$ cat src/hdl/fsh_map.svh
// offsets, field positions, codes and timings of the flash command controller
`ifndef FSH_MAP_SVH
`define FSH_MAP_SVH
// avalon word offsets
`define FSH_REG_CTRL 3'h0
`define FSH_REG_CMD 3'h1
`define FSH_REG_ADDR 3'h2
`define FSH_REG_WDATA 3'h3
`define FSH_REG_STATUS 3'h4
`define FSH_REG_RDATA 3'h5
// ctrl fields and reset values
`define FSH_CTRL_BYTE 0
`define FSH_CTRL_FRST 1
`define FSH_CTRL_RESET 2'h2
// operation codes written to cmd
`define FSH_OP_READ 3'h1
`define FSH_OP_WRITE 3'h2
`define FSH_OP_SUSPEND 3'h3
`define FSH_OP_RESUME 3'h4
`define FSH_OP_EES 3'h5
`define FSH_OP_CONT 3'h6
// status fields
`define FSH_ST_BUSY 0
`define FSH_ST_SUSP 1
`define FSH_ST_REFUSED 2
`define FSH_ST_EES_DONE 3
`define FSH_ST_EES_BAD 4
`define FSH_ST_CONT_DONE 5
`define FSH_ST_CONT_PASS 6
`define FSH_ST_READY 7
`define FSH_ST_GAP_OK 8
// device command codes
`define FSH_CMD_SUSPEND 16'h00B0
`define FSH_CMD_RESUME 16'h0030
`define FSH_CMD_EES 16'h0035
`define FSH_CMD_SR_READ 16'h0070
`define FSH_CMD_SR_CLEAR 16'h0071
// device status bits
`define FSH_SR_READY 7
`define FSH_SR_NOT_ERASED 5
`define FSH_SR_CONT 0
// command addresses and continuity patterns
`define FSH_X16_CMD_ADDR 23'h000555
`define FSH_X8_CMD_ADDR 23'h000AAA
`define FSH_X16_PAT1_ADDR 23'h2AAA55
`define FSH_X16_PAT2_ADDR 23'h1555AA
`define FSH_X16_PAT1_DATA 16'hFF00
`define FSH_X16_PAT2_DATA 16'h00FF
`define FSH_X8_PAT1_ADDR 23'h5554AB
`define FSH_X8_PAT2_ADDR 23'h2AAB54
`define FSH_X8_PAT1_DATA 16'h00FF
`define FSH_X8_PAT2_DATA 16'h0000
// timing
`define FSH_CLK_NS 10
`define FSH_T_WP_NS 35
`define FSH_T_WPH_NS 20
`define FSH_T_ACC_NS 70
`define FSH_T_ERS_NS 100000
`define FSH_WP_CYC ((`FSH_T_WP_NS + `FSH_CLK_NS - 1) / `FSH_CLK_NS)
`define FSH_WPH_CYC ((`FSH_T_WPH_NS + `FSH_CLK_NS - 1) / `FSH_CLK_NS)
`define FSH_ACC_CYC (((`FSH_T_ACC_NS + `FSH_CLK_NS - 1) / `FSH_CLK_NS) + 2)
`define FSH_ERS_CYC ((`FSH_T_ERS_NS + `FSH_CLK_NS - 1) / `FSH_CLK_NS)
`endif

$ cat src/hdl/fsh_pkg.sv
// types of the flash command controller
`default_nettype none
package fsh_pkg;
  typedef enum logic [2:0] {S_IDLE, S_SETUP, S_PULSE, S_HOLD, S_READ} fsh_state_t;

  typedef struct packed {
    logic rd;
    logic [22:0] a;
    logic [15:0] d;
  } fsh_spec_t;

  typedef struct packed {
    fsh_state_t st;
    logic [2:0] op;
    logic [2:0] step;
    logic [7:0] cnt;
    logic [15:0] gap;
    logic susp;
    logic refused;
    logic ees_done;
    logic ees_bad;
    logic cont_done;
    logic cont_pass;
    logic [1:0] ctrl;
    logic [22:0] addr;
    logic [15:0] wdata;
    logic [15:0] rdata;
    logic [31:0] av_rdata;
    logic av_rvalid;
    logic [22:0] pin_a;
    logic [15:0] dq_o;
    logic dq_oe;
    logic ce_n;
    logic oe_n;
    logic we_n;
    logic [15:0] dq_s1;
    logic [15:0] dq_s2;
    logic rdy_s1;
    logic rdy_s2;
  } fsh_regs_t;
endpackage : fsh_pkg
`default_nettype wire

$ cat src/hdl/fsh_ctrl.sv
// host-side command controller for a parallel nor flash, avalon-mm slave toward software
// Notes on behaviour
// - resume needed to continue; repeated resumes ignored; suspend again only after resume.
// - host leaves the minimum resume-to-suspend gap before suspending again.
// - erase-state check starts by writing 35h into the sector while idle.
// - no erase-state check while programming, erasing or suspended.
// - host polls ready bit and reports a not-erased sector for re-erase.
// - word mode continuity: clear, confirm zero, FF00@2AAA55, 00FF@1555AA, expect one.
// - byte mode uses AAA for commands and FF@5554AB, 00@2AAB54.
// - resume is code 30h with address ignored.
`default_nettype none
`include "fsh_map.svh"
module fsh_ctrl #(
  parameter int RESUME_GAP_CYC = `FSH_ERS_CYC
) (
  input wire logic clk_sys, // system clock
  input wire logic nrst, // async reset, active low
  input wire logic [2:0] av_address, // avalon word address
  input wire logic av_read, // avalon read
  input wire logic av_write, // avalon write
  input wire logic [31:0] av_writedata, // avalon write data
  output logic [31:0] av_readdata, // avalon read data
  output logic av_waitrequest, // avalon wait
  output logic [21:0] flash_addr, // flash address lines
  output logic flash_addr_lsb, // extra low address line in byte mode
  output logic [15:0] flash_dq_out, // flash data out
  output logic flash_dq_oe, // flash data drive enable
  input wire logic [15:0] flash_dq_in, // flash data in
  output logic flash_ce_n, // chip enable
  output logic flash_oe_n, // output enable
  output logic flash_we_n, // write enable
  output logic flash_byte_n, // low selects byte mode
  output logic flash_rst_n, // flash hardware reset
  input wire logic flash_ready // ready/busy pin, high when ready
);
  // the gap counter is 16 bits wide and must load a nonzero value
  if (RESUME_GAP_CYC < 1 || RESUME_GAP_CYC > 65535) begin : gen_gap_check
    $error("RESUME_GAP_CYC out of range");
  end

  fsh_pkg::fsh_regs_t r_ff;
  fsh_pkg::fsh_regs_t nxt_r;
  fsh_pkg::fsh_spec_t spec;

  // cycle to issue for the current operation step
  function automatic fsh_pkg::fsh_spec_t step_spec(input logic [2:0] op, input logic [2:0] step,
      input logic bm, input logic [22:0] addr, input logic [15:0] wdata);
    fsh_pkg::fsh_spec_t s;
    logic [22:0] ca;
    s = '0;
    ca = bm ? `FSH_X8_CMD_ADDR : `FSH_X16_CMD_ADDR;
    s.a = ca;
    case (op)
      `FSH_OP_READ: begin
        s.rd = 1'b1;
        s.a = addr;
      end
      `FSH_OP_WRITE: begin
        s.a = addr;
        s.d = wdata;
      end
      `FSH_OP_SUSPEND: begin
        s.a = addr;
        s.d = `FSH_CMD_SUSPEND;
      end
      `FSH_OP_RESUME: begin
        s.a = addr;
        s.d = `FSH_CMD_RESUME;
      end
      `FSH_OP_EES: begin
        case (step)
          3'h0: begin
            s.a = addr;
            s.d = `FSH_CMD_EES;
          end
          3'h1: s.d = `FSH_CMD_SR_READ;
          default: s.rd = 1'b1;
        endcase
      end
      `FSH_OP_CONT: begin
        case (step)
          3'h0: s.d = `FSH_CMD_SR_CLEAR;
          3'h1: s.d = `FSH_CMD_SR_READ;
          3'h2: s.rd = 1'b1;
          3'h3: begin
            s.a = bm ? `FSH_X8_PAT1_ADDR : `FSH_X16_PAT1_ADDR;
            s.d = bm ? `FSH_X8_PAT1_DATA : `FSH_X16_PAT1_DATA;
          end
          3'h4: begin
            s.a = bm ? `FSH_X8_PAT2_ADDR : `FSH_X16_PAT2_ADDR;
            s.d = bm ? `FSH_X8_PAT2_DATA : `FSH_X16_PAT2_DATA;
          end
          3'h5: s.d = `FSH_CMD_SR_READ;
          default: s.rd = 1'b1;
        endcase
      end
      default: s = '0;
    endcase
    return s;
  endfunction : step_spec

  always_comb begin
    logic [2:0] op_w;
    logic bm;
    logic fin;
    op_w = av_writedata[2:0];
    bm = r_ff.ctrl[`FSH_CTRL_BYTE];
    fin = 1'b0;
    nxt_r = r_ff;
    spec = step_spec(r_ff.op, r_ff.step, bm, r_ff.addr, r_ff.wdata);
    nxt_r.dq_s1 = flash_dq_in;
    nxt_r.dq_s2 = r_ff.dq_s1;
    nxt_r.rdy_s1 = flash_ready;
    nxt_r.rdy_s2 = r_ff.rdy_s1;
    if (r_ff.gap != 16'h0) begin
      nxt_r.gap = r_ff.gap - 16'h1;
    end
    // avalon read: one wait cycle, data registered
    nxt_r.av_rvalid = av_read & ~r_ff.av_rvalid;
    case (av_address)
      `FSH_REG_CTRL: nxt_r.av_rdata = {30'h0, r_ff.ctrl};
      `FSH_REG_ADDR: nxt_r.av_rdata = {9'h0, r_ff.addr};
      `FSH_REG_WDATA: nxt_r.av_rdata = {16'h0, r_ff.wdata};
      `FSH_REG_STATUS: nxt_r.av_rdata = {23'h0, r_ff.gap == 16'h0, r_ff.rdy_s2,
          r_ff.cont_pass, r_ff.cont_done, r_ff.ees_bad, r_ff.ees_done, r_ff.refused,
          r_ff.susp, r_ff.st != fsh_pkg::S_IDLE};
      `FSH_REG_RDATA: nxt_r.av_rdata = {16'h0, r_ff.rdata};
      default: nxt_r.av_rdata = 32'h0;
    endcase
    if (av_write) begin
      case (av_address)
        `FSH_REG_CTRL: nxt_r.ctrl = av_writedata[1:0];
        `FSH_REG_ADDR: nxt_r.addr = av_writedata[22:0];
        `FSH_REG_WDATA: nxt_r.wdata = av_writedata[15:0];
        `FSH_REG_CMD: begin
          nxt_r.refused = 1'b0;
          if (r_ff.st != fsh_pkg::S_IDLE) begin
            nxt_r.refused = 1'b1;
          // suspend only while not suspended, resume only while suspended
          end else if ((op_w == `FSH_OP_SUSPEND && (r_ff.susp || r_ff.gap != 16'h0))
              || (op_w == `FSH_OP_RESUME && !r_ff.susp)
              // check refused while busy or suspended
              || (op_w == `FSH_OP_EES && (r_ff.susp || !r_ff.rdy_s2))
              || op_w == 3'h0 || op_w == 3'h7) begin
            nxt_r.refused = 1'b1;
          end else begin
            nxt_r.op = op_w;
            nxt_r.step = 3'h0;
            nxt_r.st = fsh_pkg::S_SETUP;
            if (op_w == `FSH_OP_EES) begin
              nxt_r.ees_done = 1'b0;
              nxt_r.ees_bad = 1'b0;
            end
            if (op_w == `FSH_OP_CONT) begin
              nxt_r.cont_done = 1'b0;
              nxt_r.cont_pass = 1'b0;
            end
          end
        end
        default: ;
      endcase
    end
    case (r_ff.st)
      fsh_pkg::S_IDLE: begin
        nxt_r.ce_n = 1'b1;
        nxt_r.oe_n = 1'b1;
        nxt_r.we_n = 1'b1;
        nxt_r.dq_oe = 1'b0;
      end
      fsh_pkg::S_SETUP: begin
        nxt_r.pin_a = spec.a;
        nxt_r.dq_o = spec.d;
        nxt_r.dq_oe = ~spec.rd;
        nxt_r.ce_n = 1'b0;
        if (spec.rd) begin
          nxt_r.oe_n = 1'b0;
          nxt_r.cnt = 8'(`FSH_ACC_CYC - 1);
          nxt_r.st = fsh_pkg::S_READ;
        end else begin
          nxt_r.we_n = 1'b0;
          nxt_r.cnt = 8'(`FSH_WP_CYC - 1);
          nxt_r.st = fsh_pkg::S_PULSE;
        end
      end
      fsh_pkg::S_PULSE: begin
        if (r_ff.cnt == 8'h0) begin
          nxt_r.we_n = 1'b1;
          nxt_r.cnt = 8'(`FSH_WPH_CYC - 1);
          nxt_r.st = fsh_pkg::S_HOLD;
        end else begin
          nxt_r.cnt = r_ff.cnt - 8'h1;
        end
      end
      fsh_pkg::S_HOLD: begin
        if (r_ff.cnt == 8'h0) begin
          nxt_r.ce_n = 1'b1;
          nxt_r.dq_oe = 1'b0;
          fin = (r_ff.op != `FSH_OP_EES && r_ff.op != `FSH_OP_CONT);
          nxt_r.step = r_ff.step + 3'h1;
          nxt_r.st = fsh_pkg::S_SETUP;
          if (r_ff.op == `FSH_OP_SUSPEND) begin
            nxt_r.susp = 1'b1;
          end
          if (r_ff.op == `FSH_OP_RESUME) begin
            nxt_r.susp = 1'b0;
            nxt_r.gap = 16'(RESUME_GAP_CYC);
          end
        end else begin
          nxt_r.cnt = r_ff.cnt - 8'h1;
        end
      end
      fsh_pkg::S_READ: begin
        if (r_ff.cnt == 8'h0) begin
          nxt_r.ce_n = 1'b1;
          nxt_r.oe_n = 1'b1;
          nxt_r.rdata = r_ff.dq_s2;
          nxt_r.step = r_ff.step + 3'h1;
          nxt_r.st = fsh_pkg::S_SETUP;
          fin = (r_ff.op == `FSH_OP_READ);
          if (r_ff.op == `FSH_OP_EES) begin
            // poll ready bit, then latch not-erased result
            if (r_ff.dq_s2[`FSH_SR_READY]) begin
              fin = 1'b1;
              nxt_r.ees_done = 1'b1;
              nxt_r.ees_bad = r_ff.dq_s2[`FSH_SR_NOT_ERASED];
            end else begin
              nxt_r.step = 3'h1;
            end
          end
          // bit 0 must read zero after clear and one after patterns
          if (r_ff.op == `FSH_OP_CONT) begin
            if (r_ff.step == 3'h2 && r_ff.dq_s2[`FSH_SR_CONT]) begin
              fin = 1'b1;
              nxt_r.cont_done = 1'b1;
            end else if (r_ff.step != 3'h2) begin
              fin = 1'b1;
              nxt_r.cont_done = 1'b1;
              nxt_r.cont_pass = r_ff.dq_s2[`FSH_SR_CONT];
            end
          end
        end else begin
          nxt_r.cnt = r_ff.cnt - 8'h1;
        end
      end
      default: nxt_r.st = fsh_pkg::S_IDLE;
    endcase
    if (fin) begin
      nxt_r.st = fsh_pkg::S_IDLE;
    end
  end

  always_ff @(posedge clk_sys or negedge nrst) begin
    if (!nrst) begin
      r_ff <= '0;
      r_ff.st <= fsh_pkg::S_IDLE;
      r_ff.ctrl <= `FSH_CTRL_RESET;
      r_ff.ce_n <= 1'b1;
      r_ff.oe_n <= 1'b1;
      r_ff.we_n <= 1'b1;
    end else begin
      r_ff <= nxt_r;
    end
  end

  assign av_readdata = r_ff.av_rdata;
  assign av_waitrequest = av_read & ~r_ff.av_rvalid;
  // byte mode splits the byte address onto the extra low line
  assign flash_addr = r_ff.ctrl[`FSH_CTRL_BYTE] ? r_ff.pin_a[22:1] : r_ff.pin_a[21:0];
  assign flash_addr_lsb = r_ff.ctrl[`FSH_CTRL_BYTE] & r_ff.pin_a[0];
  assign flash_dq_out = r_ff.dq_o;
  assign flash_dq_oe = r_ff.dq_oe;
  assign flash_ce_n = r_ff.ce_n;
  assign flash_oe_n = r_ff.oe_n;
  assign flash_we_n = r_ff.we_n;
  assign flash_byte_n = ~r_ff.ctrl[`FSH_CTRL_BYTE];
  assign flash_rst_n = r_ff.ctrl[`FSH_CTRL_FRST];
endmodule : fsh_ctrl
`default_nettype wire

$ cat config.mk
export PLATFORM = sky130hd
export DESIGN_NAME = fsh_ctrl
export DESIGN_NICKNAME = d
export VERILOG_FILES = /design/src/hdl/fsh_pkg.sv /design/src/hdl/fsh_ctrl.sv
export VERILOG_INCLUDE_DIRS = /design/src /design/src/hdl
export SDC_FILE = /design/constraint.sdc
export NUM_CORES = 1
export LEC_CHECK = 0
export ABC_AREA = 1
export BUFFER_PORTS_ARGS = -buffer_cell sky130_fd_sc_hd__buf_4
export CORE_MARGIN = 2
export CORE_UTILIZATION = 35
export CTS_BUF_LIST = sky130_fd_sc_hd__clkbuf_8
export DETAILED_ROUTE_END_ITERATION = 8
export HOLD_SLACK_MARGIN = 0.05
export PLACE_DENSITY = 0.64
export SKIP_CTS_REPAIR_TIMING = 1
export SLEW_MARGIN = 30
export SYNTH_ARGS = -nofsm -noshare
export SYNTH_HDL_FRONTEND = slang
export SYNTH_SLANG_ARGS = --single-unit
$ cat constraint.sdc
create_clock -name clk_sys -period 4.9 [get_ports clk_sys]
set_input_delay 0.49 -clock clk_sys [delete_from_list [all_inputs] [get_ports clk_sys]]
set_output_delay 0.49 -clock clk_sys [all_outputs]
set_load 0.02 [all_outputs]
# Word-level counts from Yosys, hierarchy flattened
# Index checks and enable logic that the tools add are counted.
[op_classes]
add_sub_neg = 3
eq_ne = 34
n_mux = 75
bitwise = 7
reduce_logical = 44
[op_table]
columns = ["operator", "count"]
rows = [
  ["one-hot mux 23 bit (5 select lines)", 1],
  ["one-hot mux 16 bit (5 select lines)", 1],
  ["2-to-1 mux 23 bit", 3],
  ["one-hot mux 23 bit (3 select lines)", 1],
  ["one-hot mux 16 bit (4 select lines)", 1],
  ["2-to-1 mux 17 bit", 3],
  ["2-to-1 mux 16 bit", 3],
  ["one-hot mux 23 bit (2 select lines)", 1],
  ["2-to-1 mux 45 bit", 1],
  ["2-to-1 mux 22 bit", 2],
  ["== test 3 bit (second input constant)", 12],
  ["2-to-1 mux 9 bit", 4],
  ["== test 3 x 2 -> 1 bit (second input constant)", 9],
  ["2-to-1 mux 3 bit", 8],
  ["2-to-1 mux 4 bit", 6],
  ["2-to-1 mux 8 bit", 3],
  ["one-hot mux 8 bit (3 select lines)", 1],
  ["2-to-1 mux 2 bit", 9],
  ["2-to-1 mux 1 bit", 17],
  ["logical NOT 16 bit", 1],
  ["nonzero test 16 bit", 1],
  ["subtractor 16 x 1 -> 16 bit (second input constant)", 1],
  ["nonzero test 3 bit", 5],
  ["one-hot mux 7 bit (2 select lines)", 1],
  ["27 further kinds", 68],
]
[word_totals]
register_bits = 206
output_inout_bits = 78
elab_cells = 190

# Logic depth before layout (Yosys ltp)
# Gate-level depths: netlist of the first run.
[depth]
word_depth = 16
mapped_depth = 12
depth_no_buf = 11

# Worst setup path after synthesis of the first run
# Ideal clock, no wire load.
[synth_timing]
path_type = "reg-to-output"
from = "register r_ff[165] (netlist bit)"
to = "output port flash_addr[0]"
t_arrival_ns = 1.272
required_time_ns = 4.410
setup_slack_ns = 3.138
stages_incl_launch_ff = 6
path_cell_list = "dfrtp_1 buf_2 clkbuf_1 clkbuf_1 nand2_1 o21ai_0"
[synth_via]
elab_chain_len = 1
[synth_rtl]
columns = ["item", "line", "source"]
rows = [
  ["start: declaration", "fsh_ctrl.sv:41", "fsh_pkg::fsh_regs_t r_ff;"],
  ["start signal: assignment", "fsh_ctrl.sv:261", "r_ff <= nxt_r;"],
  ["2-to-1 mux 22 bit", "fsh_ctrl.sv:268", "assign flash_addr = r_ff.ctrl[`FSH_CTRL_BYTE] ? r_ff.pin_a[22:1] : r_ff.pin_a[21:0];"],
  ["end: declaration", "fsh_ctrl.sv:24", "output logic [21:0] flash_addr,"],
]
# Every way passes these cells.

# Final worst setup path of the first run
[layout_timing]
from = "register r_ff[165] (netlist bit)"
to = "output port flash_addr[20]"
# Same word-level chain as after synthesis.

==> results of run 1 <==
==> logic make-up (layout without fill, tap and decap cells) <==
logic type	count (synthesis)	after routing	share of synthesized area, %
other	1	9	0.0403
AO/OA/AOI/OAI	170	170	10.1
XOR/XNOR	7	7	0.659
flip-flops	197	197	53.0
AND/OR/NAND/NOR	577	577	25.5
buffers and inverters	185	256	9.81
adder cells (fa/ha/maj)	7	7	0.941
==> cells in the mapped netlist, drive strengths merged <==
library cell | count | area (um2)
nand2 | 402 | 1540
dfrtp | 193 | 4830
o21ai | 107 | 547
inv | 105 | 397
nor2 | 102 | 423
buf | 63 | 453
nand3 | 57 | 295
a21oi | 32 | 160
clkbuf | 17 | 63.8
o211ai | 14 | 105
nand4 | 8 | 50.1
ha | 7 | 87.6
xor2 | 7 | 61.3
a22oi | 5 | 37.5
nand3b | 5 | 37.5
dfstp | 4 | 105
o31ai | 3 | 22.5
a31oi | 2 | 12.5
o22ai | 2 | 12.5
or2 | 2 | 12.5
a211oi | 1 | 7.51
a21o | 1 | 7.51
a41oi | 1 | 8.76
and2 | 1 | 6.26
conb | 1 | 3.75
o2111ai | 1 | 8.76
o21a | 1 | 7.51
==> area by class of cell <==
cell class              count  area share (%)
well taps                 335            3.97
repair buffers            119            8.51
flip-flops and latches    197            46.7
clock buffers              17            2.21
inverters                 105            3.75
clock inverters            15            1.85
multi-input cells         770            33.0
==> metal layers <==
| layer | global-route usage (%) | wire, um | vias to the layer above |
|---|---|---|---|
| met3 | 4.13 | 1510 | 10 |
| met5 | 0 | 0 | - |
| met4 | 3.94 | 200 | 0 |
| met1 | 24.5 | 11100 | 3437 |
| li1 | - | - | 3703 |
| met2 | 26.2 | 10300 | 210 |
==> state kept, by name, summed over array words and instances (netlist names) <==
signal and cells:
flash_oe_n 1, flash_rst_n 1, flash_dq_out 16, nxt_r 17
av_readdata 23, flash_we_n 1, r_ff 136, flash_ce_n 1
flash_dq_oe 1
==> where the power goes <==
group	switching (uW)	internal (uW)	total (uW)	leakage [uW]
logic	1470	794	2260	0.00279
clock network	706	402	1110	0.000209
registers	364	2060	2420	0.00249
==> stage by stage <==
step                cells  hold slack [ns]  power [uW]  setup slack [ns]  cell area (um2)
floorplan            1152            0.194        4040              3.14             9340
global placement     1526            0.334        4670              2.44            10100
detailed placement   1526            0.335        4710              2.40            10100
CTS                  1558           0.0819        5830              1.89            10600
global route         1558           0.0677        6290              2.19            10600
finish               1558           0.0612        5790              2.32            10600
==> how the worst min path moves through the flow <==
stage | endpoint | slack [ns] | depth (start not counted)
after floorplan | av_readdata[0] | 0.19 | 0
after global placement | r_ff[14] | 0.33 | 0
after detailed placement | r_ff[0] | 0.33 | 0
after CTS | nxt_r[12] | 0.08 | 1
after global routing | nxt_r[15] | 0.07 | 1
final | r_ff[195] | 0.06 | 1
==> cells in the final DEF (no fill, tap or decap), types with 2 or more instances in the layout <==
master      n
nand2_4     2
dfstp_2     4
o21ai_1     9
nand2_1   392
clkinv_8    6
nand4_1     8
inv_1      93
nor2_4      2
inv_6       4
nand2_2     8
a31oi_1     2
o21ai_0    95
ha_1        7
inv_2      11
inv_8       2
inv_12      2
nor2_2     10
nand3b_1    5
o22ai_1     2
nor2_1     90
xor2_1      7
a22oi_1     5
conb_1      9
buf_4     118
a21oi_1    32
clkbuf_8   18
nand3_1    55
o31ai_1     3
dfrtp_1   192
or2_2       2
o21ai_2     3
o211ai_1   14
nand3_2     2
==> results.py, run 1 <==
metrics = {
    "grt": {
        "grt.overflow.total": 0,
        "antenna_found_initial": 0,
        "grt_max_degree": 99,
        "grt_pass1_wl_um": 38100,
        "grt_pass1_vias": 7157,
        "grt_usage_pct": 17.1,
    },
    "die": {
        "dieArea_um2": 27900,
        "fp.dieH_um": 167,
        "start_util_pct": 35.7,
        "num_rows": 59,
        "chipWidth_um": 167,
        "core_um2": 26100,
        "pin_count": 134,
    },
    "synth": {
        "syn_avg_cell_area_um2": 8.13,
        "ys_seq_elements": 197,
        "post_synth_instance_area_um2": 9310,
        "yosysWarnings": 0,
        "yosysUniqueCellTypes": 39,
        "seq_area_frac_synth_pct": 53.0,
        "syn_inst": 1144,
    },
    "setup_path": {
        "cp-start-kind": "flip-flop",
        "worstPathArrival_ns": 2.09,
        "reg2regPathDepth": 10,
        "critPathRequiredTime_ns": 4.41,
        "path_cells": "inv_2, o21ai_0, buf_4",
        "cp_slowest_cell": "dfrtp_2",
        "r2r-start": "r_ff[197]",
        "crit_cells": 3,
        "critPathBufInv": 2,
        "end_kind": "primary output",
        "reg2reg_slack_ns": 2.56,
        "critPathKind": "flip-flop to primary output",
        "crit_fanout": 34,
        "reg2reg_to": "r_ff[61]",
        "crit_start": "r_ff[165]",
        "crit_end": "flash_addr[20]",
        "max_stage_delay_ns": 0.76,
        "crit_family": "flip-flops",
    },
    "run_status": {
        "status": "finished, final reports clean",
    },
    "run": {
        "maxCapViolCount": 0,
    },
    "timing": {
        "slew_viol_final": 0,
        "rsz0062_at_grt": "false",
        "timing_hold_violations_final": 0,
        "fin_crit_ns": 2.58,
        "fmax_mhz": 387,
        "final-setup-viol-count": 0,
        "setup-tns-final_ns": 0,
        "fin_crit_sh_pct": 52.7,
        "maxSlewHeadroom_pct": 39.1,
        "tightest_slew_ns": 0.911,
        "skew_ns": 0.0161,
    },
    "clock_network": {
        "cts_buffers": 17,
        "cts.path.max_buffers": 2,
        "ctsRootBufferMaster": "clkbuf_8",
        "clock_latency_ns": 0.49,
        "cts_tree": "yes",
        "clkTransAtPathRegs_ns": 0.12,
        "cts.sinks": 197,
        "h-tree-depth": 4,
    },
    "power": {
        "p_leak_uw": 0.00549,
        "ir_worst_vdd_mv": 0.295,
        "power_density_nw_per_um2": 548,
    },
    "routing": {
        "dr.pass1.iters": 5,
        "routed_via_density": 4.72,
        "routed-via-count": 7360,
        "wl_um": 23100,
        "drtIter0Drc": 627,
        "drcViolationCount": 0,
        "routedWlPerCell_um": 14.8,
        "drtAntennaViolNets": 0,
    },
    "layout": {
        "drive_above_1_share_pct": 16.1,
        "nets": 1273,
        "fin_util_pct": 40.6,
        "syn_to_final_growth_pct": 13.6,
        "regArea_um2": 4940,
        "fill_cells": 2645,
        "multi_input_area_um2": 3490,
        "n_antenna_cell": 0,
    },
    "placed_design": {
        "port_buffers": 115,
        "dp_hpwl_um": 16600,
        "gp_congestion": 0.847,
    },
    "hold_path": {
        "min_path_type": "input port to async pin",
    },
}
No activity file was read; power rests on OpenSTA's default activity.
==> run 2, diff against run 1 <==
==> constraint.sdc (replaced) <==
create_clock -name clk_sys -period 2.5 [get_ports clk_sys]
set_input_delay 0.25 -clock clk_sys [delete_from_list [all_inputs] [get_ports clk_sys]]
set_output_delay 0.25 -clock clk_sys [all_outputs]
set_load 0.02 [all_outputs]
==> run 2 against run 1 <==
Net effect: worst hold slack got worse by 0.00085 ns; register-to-register slack lost 2.1 ns; clock-buffer cell count unchanged; wire length down 0.15%; clock skew decreased by 0.0027 ns; setup slack got worse by 1.9 ns; die area unchanged; via count increased by 2.4%; largest cell class unchanged; largest power group unchanged.
==> results.py, run 2 (synthesized netlist as in run 1, its figures left out) <==
metrics = {
    "clock_network": {
        "cts.sinks": 197,
        "cts_buffers": 17,
        "clkTransAtPathRegs_ns": 0.11,
        "cts_tree": "yes",
        "h-tree-depth": 4,
        "clock_latency_ns": 0.48,
        "ctsRootBufferMaster": "clkbuf_8",
        "cts.path.max_buffers": 2,
    },
    "run_status": {
        "status": "finished, final reports clean",
    },
    "power": {
        "ir_worst_vdd_mv": 0.490,
        "power_uw": 11400,
        "p_leak_uw": 0.00568,
        "power_density_nw_per_um2": 1040,
    },
    "routing": {
        "routedWlPerCell_um": 14.4,
        "drtAntennaViolNets": 0,
        "routed-via-count": 7536,
        "wl_um": 23000,
        "drcViolationCount": 0,
        "routed_via_density": 4.72,
        "drtIter0Drc": 566,
        "dr.pass1.iters": 5,
    },
    "setup_path": {
        "critPathKind": "flip-flop to primary output",
        "critPathRequiredTime_ns": 2.25,
        "end_kind": "primary output",
        "cp-start-kind": "flip-flop",
        "crit_fanout": 27,
        "worstPathArrival_ns": 1.81,
    },
    "run": {
        "maxCapViolCount": 0,
    },
    "layout": {
        "fill_cells": 2620,
        "syn_to_final_growth_pct": 17.8,
        "drive_above_1_share_pct": 16.5,
        "stdcell_area_um2": 11000,
        "final_cells": 1598,
        "regMostFlops": "r_ff",
        "nets": 1313,
        "final_cell_mix": "392 x nand2_1, 193 x dfrtp_1, 129 x buf_4",
        "final_common_cell": "nand2_1",
        "n_antenna_cell": 0,
        "largest_reg_flops": 136,
    },
    "grt": {
        "grt_pass1_wl_um": 37000,
        "grt.overflow.total": 0,
        "grt_pass1_vias": 7067,
        "grt_usage_pct": 16.7,
        "antenna_found_initial": 0,
        "grt_max_degree": 66,
    },
    "hold_path": {
        "min_path_type": "input port to flip-flop",
    },
    "timing": {
        "fin_crit_ns": 2.06,
        "setup_slack_ns": 0.444,
        "fmax_mhz": 486,
        "tightest_slew_ns": 0.577,
        "skew_ns": 0.0135,
        "fin_crit_sh_pct": 82.2,
        "maxSlewHeadroom_pct": 61.5,
        "setup-tns-final_ns": 0,
        "timing_hold_violations_final": 0,
        "final-setup-viol-count": 0,
        "rsz0062_at_grt": "false",
        "slew_viol_final": 0,
    },
    "die": {
        "num_rows": 59,
        "core_um2": 26100,
        "dieArea_um2": 27900,
        "chipWidth_um": 167,
        "pin_count": 134,
        "fp.dieH_um": 167,
        "start_util_pct": 35.7,
    },
    "placed_design": {
        "dpl_cell_area_um2": 10200,
        "port_buffers": 115,
        "dpl_worst_slack_ns": 0.520,
        "dp.cells": 1538,
        "gp_congestion": 0.842,
        "dp_hpwl_um": 17000,
    },
}
==> run 2: final cells by class <==
class | count | area (um2) | area share (%)
multi-input cells | 770 | 3490 | 31.8
clock buffers | 17 | 234 | 2.13
clock inverters | 15 | 210 | 1.92
flip-flops and latches | 197 | 4930 | 45.0
well taps | 335 | 419 | 3.82
inverters | 105 | 397 | 3.62
repair buffers | 159 | 1280 | 11.7
==> run 2: through the flow <==
stage | hold WS [ns] | util [%]
after floorplan | -0.0456 | -
after global placement | 0.301 | 39.3
after detailed placement | 0.298 | 39.3
after CTS | -0.240 | 41.0
after global routing | 0.0546 | 42.1
final | 0.0603 | 42.1
==> run 2: worst paths after layout <==
path	endpoint	slack, ns	startpoint	cells after the start
setup / recovery	flash_addr[20]	0.44	r_ff[165]	3
max in group asynchronous	r_ff[170]	1.42	nrst	3
setup reg to reg	flash_dq_out[5]	0.51	r_ff[197]	10
hold reg to reg	r_ff[11]	0.36	nxt_r[11]	0
hold / removal	r_ff[148]	0.06	av_writedata[6]	3
min in group asynchronous	av_readdata[1]	0.32	nrst	2
==> run 2: per-layer routing <==
layer / vias to the layer above / routed length [um] / global-route usage [%]
met2: 196 / 10400 / 25.5
met5: - / 0 / 0
met1: 3541 / 10900 / 23.9
met3: 20 / 1420 / 3.97
li1: 3779 / - / -
met4: 0 / 295 / 4.46
==> run 2: report_power, final <==
part	internal, uW	leakage, uW	total (uW)	switching (uW)
clock network	869	0.000218	2190	1330
logic	1630	0.00296	4510	2880
registers	4040	0.00250	4730	691
total	6540	0.00568	11400	4900
==> run 2: worst max-delay path, cell delays in order (launching register included) <==
cell     delay (ns)
dfrtp_1        0.60
inv_2          0.28
o21ai_0        0.26
buf_4          0.18
==> run 3, diff against run 2 <==
--- a/config.mk
+++ b/config.mk
@@ -13,7 +13,7 @@
 export CTS_BUF_LIST = sky130_fd_sc_hd__clkbuf_8
 export DETAILED_ROUTE_END_ITERATION = 8
 export HOLD_SLACK_MARGIN = 0.05
-export PLACE_DENSITY = 0.64
+export PLACE_DENSITY = 0.66
 export SKIP_CTS_REPAIR_TIMING = 1
 export SLEW_MARGIN = 30
 export SYNTH_ARGS = -nofsm -noshare
==> constraint.sdc (replaced) <==
create_clock -name clk_sys -period 1.7 [get_ports clk_sys]
set_input_delay 0.17 -clock clk_sys [delete_from_list [all_inputs] [get_ports clk_sys]]
set_output_delay 0.17 -clock clk_sys [all_outputs]
set_load 0.02 [all_outputs]
==> run 3 against run 2 <==
Net effect: sequential power grew 47%; die area is the same; sequential cell count is the same; power grew 61%; first-iteration DRC count shrank 3.7%; setup slack lost 0.43 ns; core utilization grew 4.0 points; via count grew 5.2%; clock power grew 37%; register-to-register slack lost 0.45 ns; combinational power grew 88%; non-clock buffer count grew 86; largest cell class unchanged.
==> results.py, run 3 (synthesized netlist as in run 1, its figures left out) <==
metrics = {
    "run_status": {
        "status": "finished, final reports clean",
    },
    "hold_path": {
        "min_path_type": "input port to flip-flop",
    },
    "power": {
        "power_density_nw_per_um2": 1530,
        "switchingPower_uw": 7800,
        "clkPwrFrac_pct": 16.3,
        "p_comb_share_pct": 46.0,
        "p_leak_uw": 0.00616,
        "power.share.switching_pct": 42.4,
        "ir_worst_vdd_mv": 0.958,
        "p_int_uw": 10600,
        "power_frac_seq_pct": 37.7,
    },
    "layout": {
        "drive_above_1_share_pct": 25.5,
        "largest_reg_flops": 136,
        "final_cells": 1685,
        "nets": 1399,
        "regMostFlops": "r_ff",
        "fill_cells": 2488,
        "final_cell_mix": "367 x nand2_1, 191 x dfrtp_1, 180 x buf_4",
        "syn_to_final_growth_pct": 29.0,
        "final_common_cell": "nand2_1",
    },
    "placed_design": {
        "port_buffers": 115,
        "gp_congestion": 0.885,
        "dp_hpwl_um": 17800,
        "dp.cells": 1604,
    },
    "grt": {
        "grt_use_met1_pct": 24.6,
        "grt_usage_pct": 17.2,
        "use_met2_pct": 26.5,
        "grt_max_degree": 58,
        "grt.overflow.total": 0,
        "grt_pass1_wl_um": 38400,
        "antenna_found_initial": 1,
        "grt_pass1_vias": 7456,
        "met3_usage_pct": 3.87,
        "top_usage_layer": "met2",
    },
    "routing": {
        "wl_um": 24400,
        "dr.pass1.iters": 6,
        "drtIter0Drc": 545,
        "drcViolationCount": 0,
        "routed_via_density": 4.70,
        "drtAntennaViolNets": 0,
        "routed-via-count": 7926,
        "routedWlPerCell_um": 14.5,
    },
    "setup_path": {
        "end_kind": "primary output",
        "crit_fanout": 8,
        "worstPathArrival_ns": 1.52,
        "critPathRequiredTime_ns": 1.53,
        "critPathKind": "flip-flop to primary output",
        "cp-start-kind": "flip-flop",
    },
    "die": {
        "fp.dieH_um": 167,
        "core_um2": 26100,
        "pin_count": 134,
        "dieArea_um2": 27900,
        "num_rows": 59,
        "chipWidth_um": 167,
        "start_util_pct": 35.7,
    },
    "clock_network": {
        "h-tree-depth": 4,
        "cts_buffers": 17,
        "clkTransAtPathRegs_ns": 0.10,
        "cts.path.max_buffers": 2,
        "ctsRootBufferMaster": "clkbuf_8",
        "cts_tree": "yes",
        "clock_latency_ns": 0.48,
        "cts.sinks": 197,
    },
    "timing": {
        "worst_hold_slack_ns": 0.0819,
        "fin_crit_ns": 1.69,
        "fin_crit_sh_pct": 99.3,
        "final-setup-viol-count": 0,
        "setup-tns-final_ns": 0,
        "timing_hold_violations_final": 0,
        "fmax_mhz": 593,
        "skew_ns": 0.0186,
        "slew_viol_final": 0,
        "rsz0062_at_grt": "true",
    },
    "run": {
        "maxCapViolCount": 0,
    },
}
-- run 3: path summary, 6_finish.rpt --
kind | startpoint | slack (ns) | cells past startpoint | to
worst max-delay path | r_ff[165] | 0.01 | 5 | flash_addr[20]
worst min-delay path | av_writedata[0] | 0.08 | 3 | r_ff[200]
worst max register to register | r_ff[198] | 0.06 | 9 | r_ff[58]
worst min register to register | nxt_r[2] | 0.36 | 0 | r_ff[2]
max in group asynchronous | nrst | 0.89 | 3 | flash_rst_n
min in group asynchronous | nrst | 0.17 | 2 | r_ff[195]
-- run 3: worst max-delay path: stages (launching register included) --
cell	delay, ns
dfrtp_2	0.47
clkinv_4	0.13
clkbuf_16	0.20
nand2_1	0.07
o21ai_2	0.06
buf_6	0.13
-- run 3: power by group through the flow --
stage / combinational [uW] / sequential, uW / clock, uW
6_report: 8480 / 6950 / 3000
5_1_grt: 9450 / 7110 / 3250
4_1_cts: 7680 / 6880 / 3080
3_5_place_dp: 7650 / 6970 / 0
3_3_place_gp: 7540 / 6940 / 0
2_1_floorplan: 4900 / 6760 / 0
-- run 3: cell type report --
type	count	area, um2	share of cell area [%]
multi-input cells	770	3760	31.3
clock buffers	17	234	1.95
flip-flops and latches	197	4940	41.1
repair buffers	245	2100	17.5
well taps	335	419	3.49
inverters	105	404	3.37
diodes	1	2.50	0.0208
clock inverters	15	156	1.30
-- run 3: per-layer routing --
layer,vias up,wire (um),part of all wire [%]
li1,3957,-,-
met4,0,241,0.99
met5,-,0,0
met1,3756,11400,47
met2,199,11400,47
met3,14,1340,5.5
-- run 3: per-stage QoR --
stage / utilization [%] / setup WS (ns) / total power [uW] / instance area, um2
global route: 46.1 / -0.0416 / 19800 / 12000
floorplan: - / 0.0296 / 11700 / 9340
CTS: 42.8 / -0.173 / 17600 / 11200
detailed placement: 41.3 / -0.108 / 14600 / 10800
finish: 46.1 / 0.0125 / 18400 / 12000
global placement: 41.3 / -0.0432 / 14500 / 10800
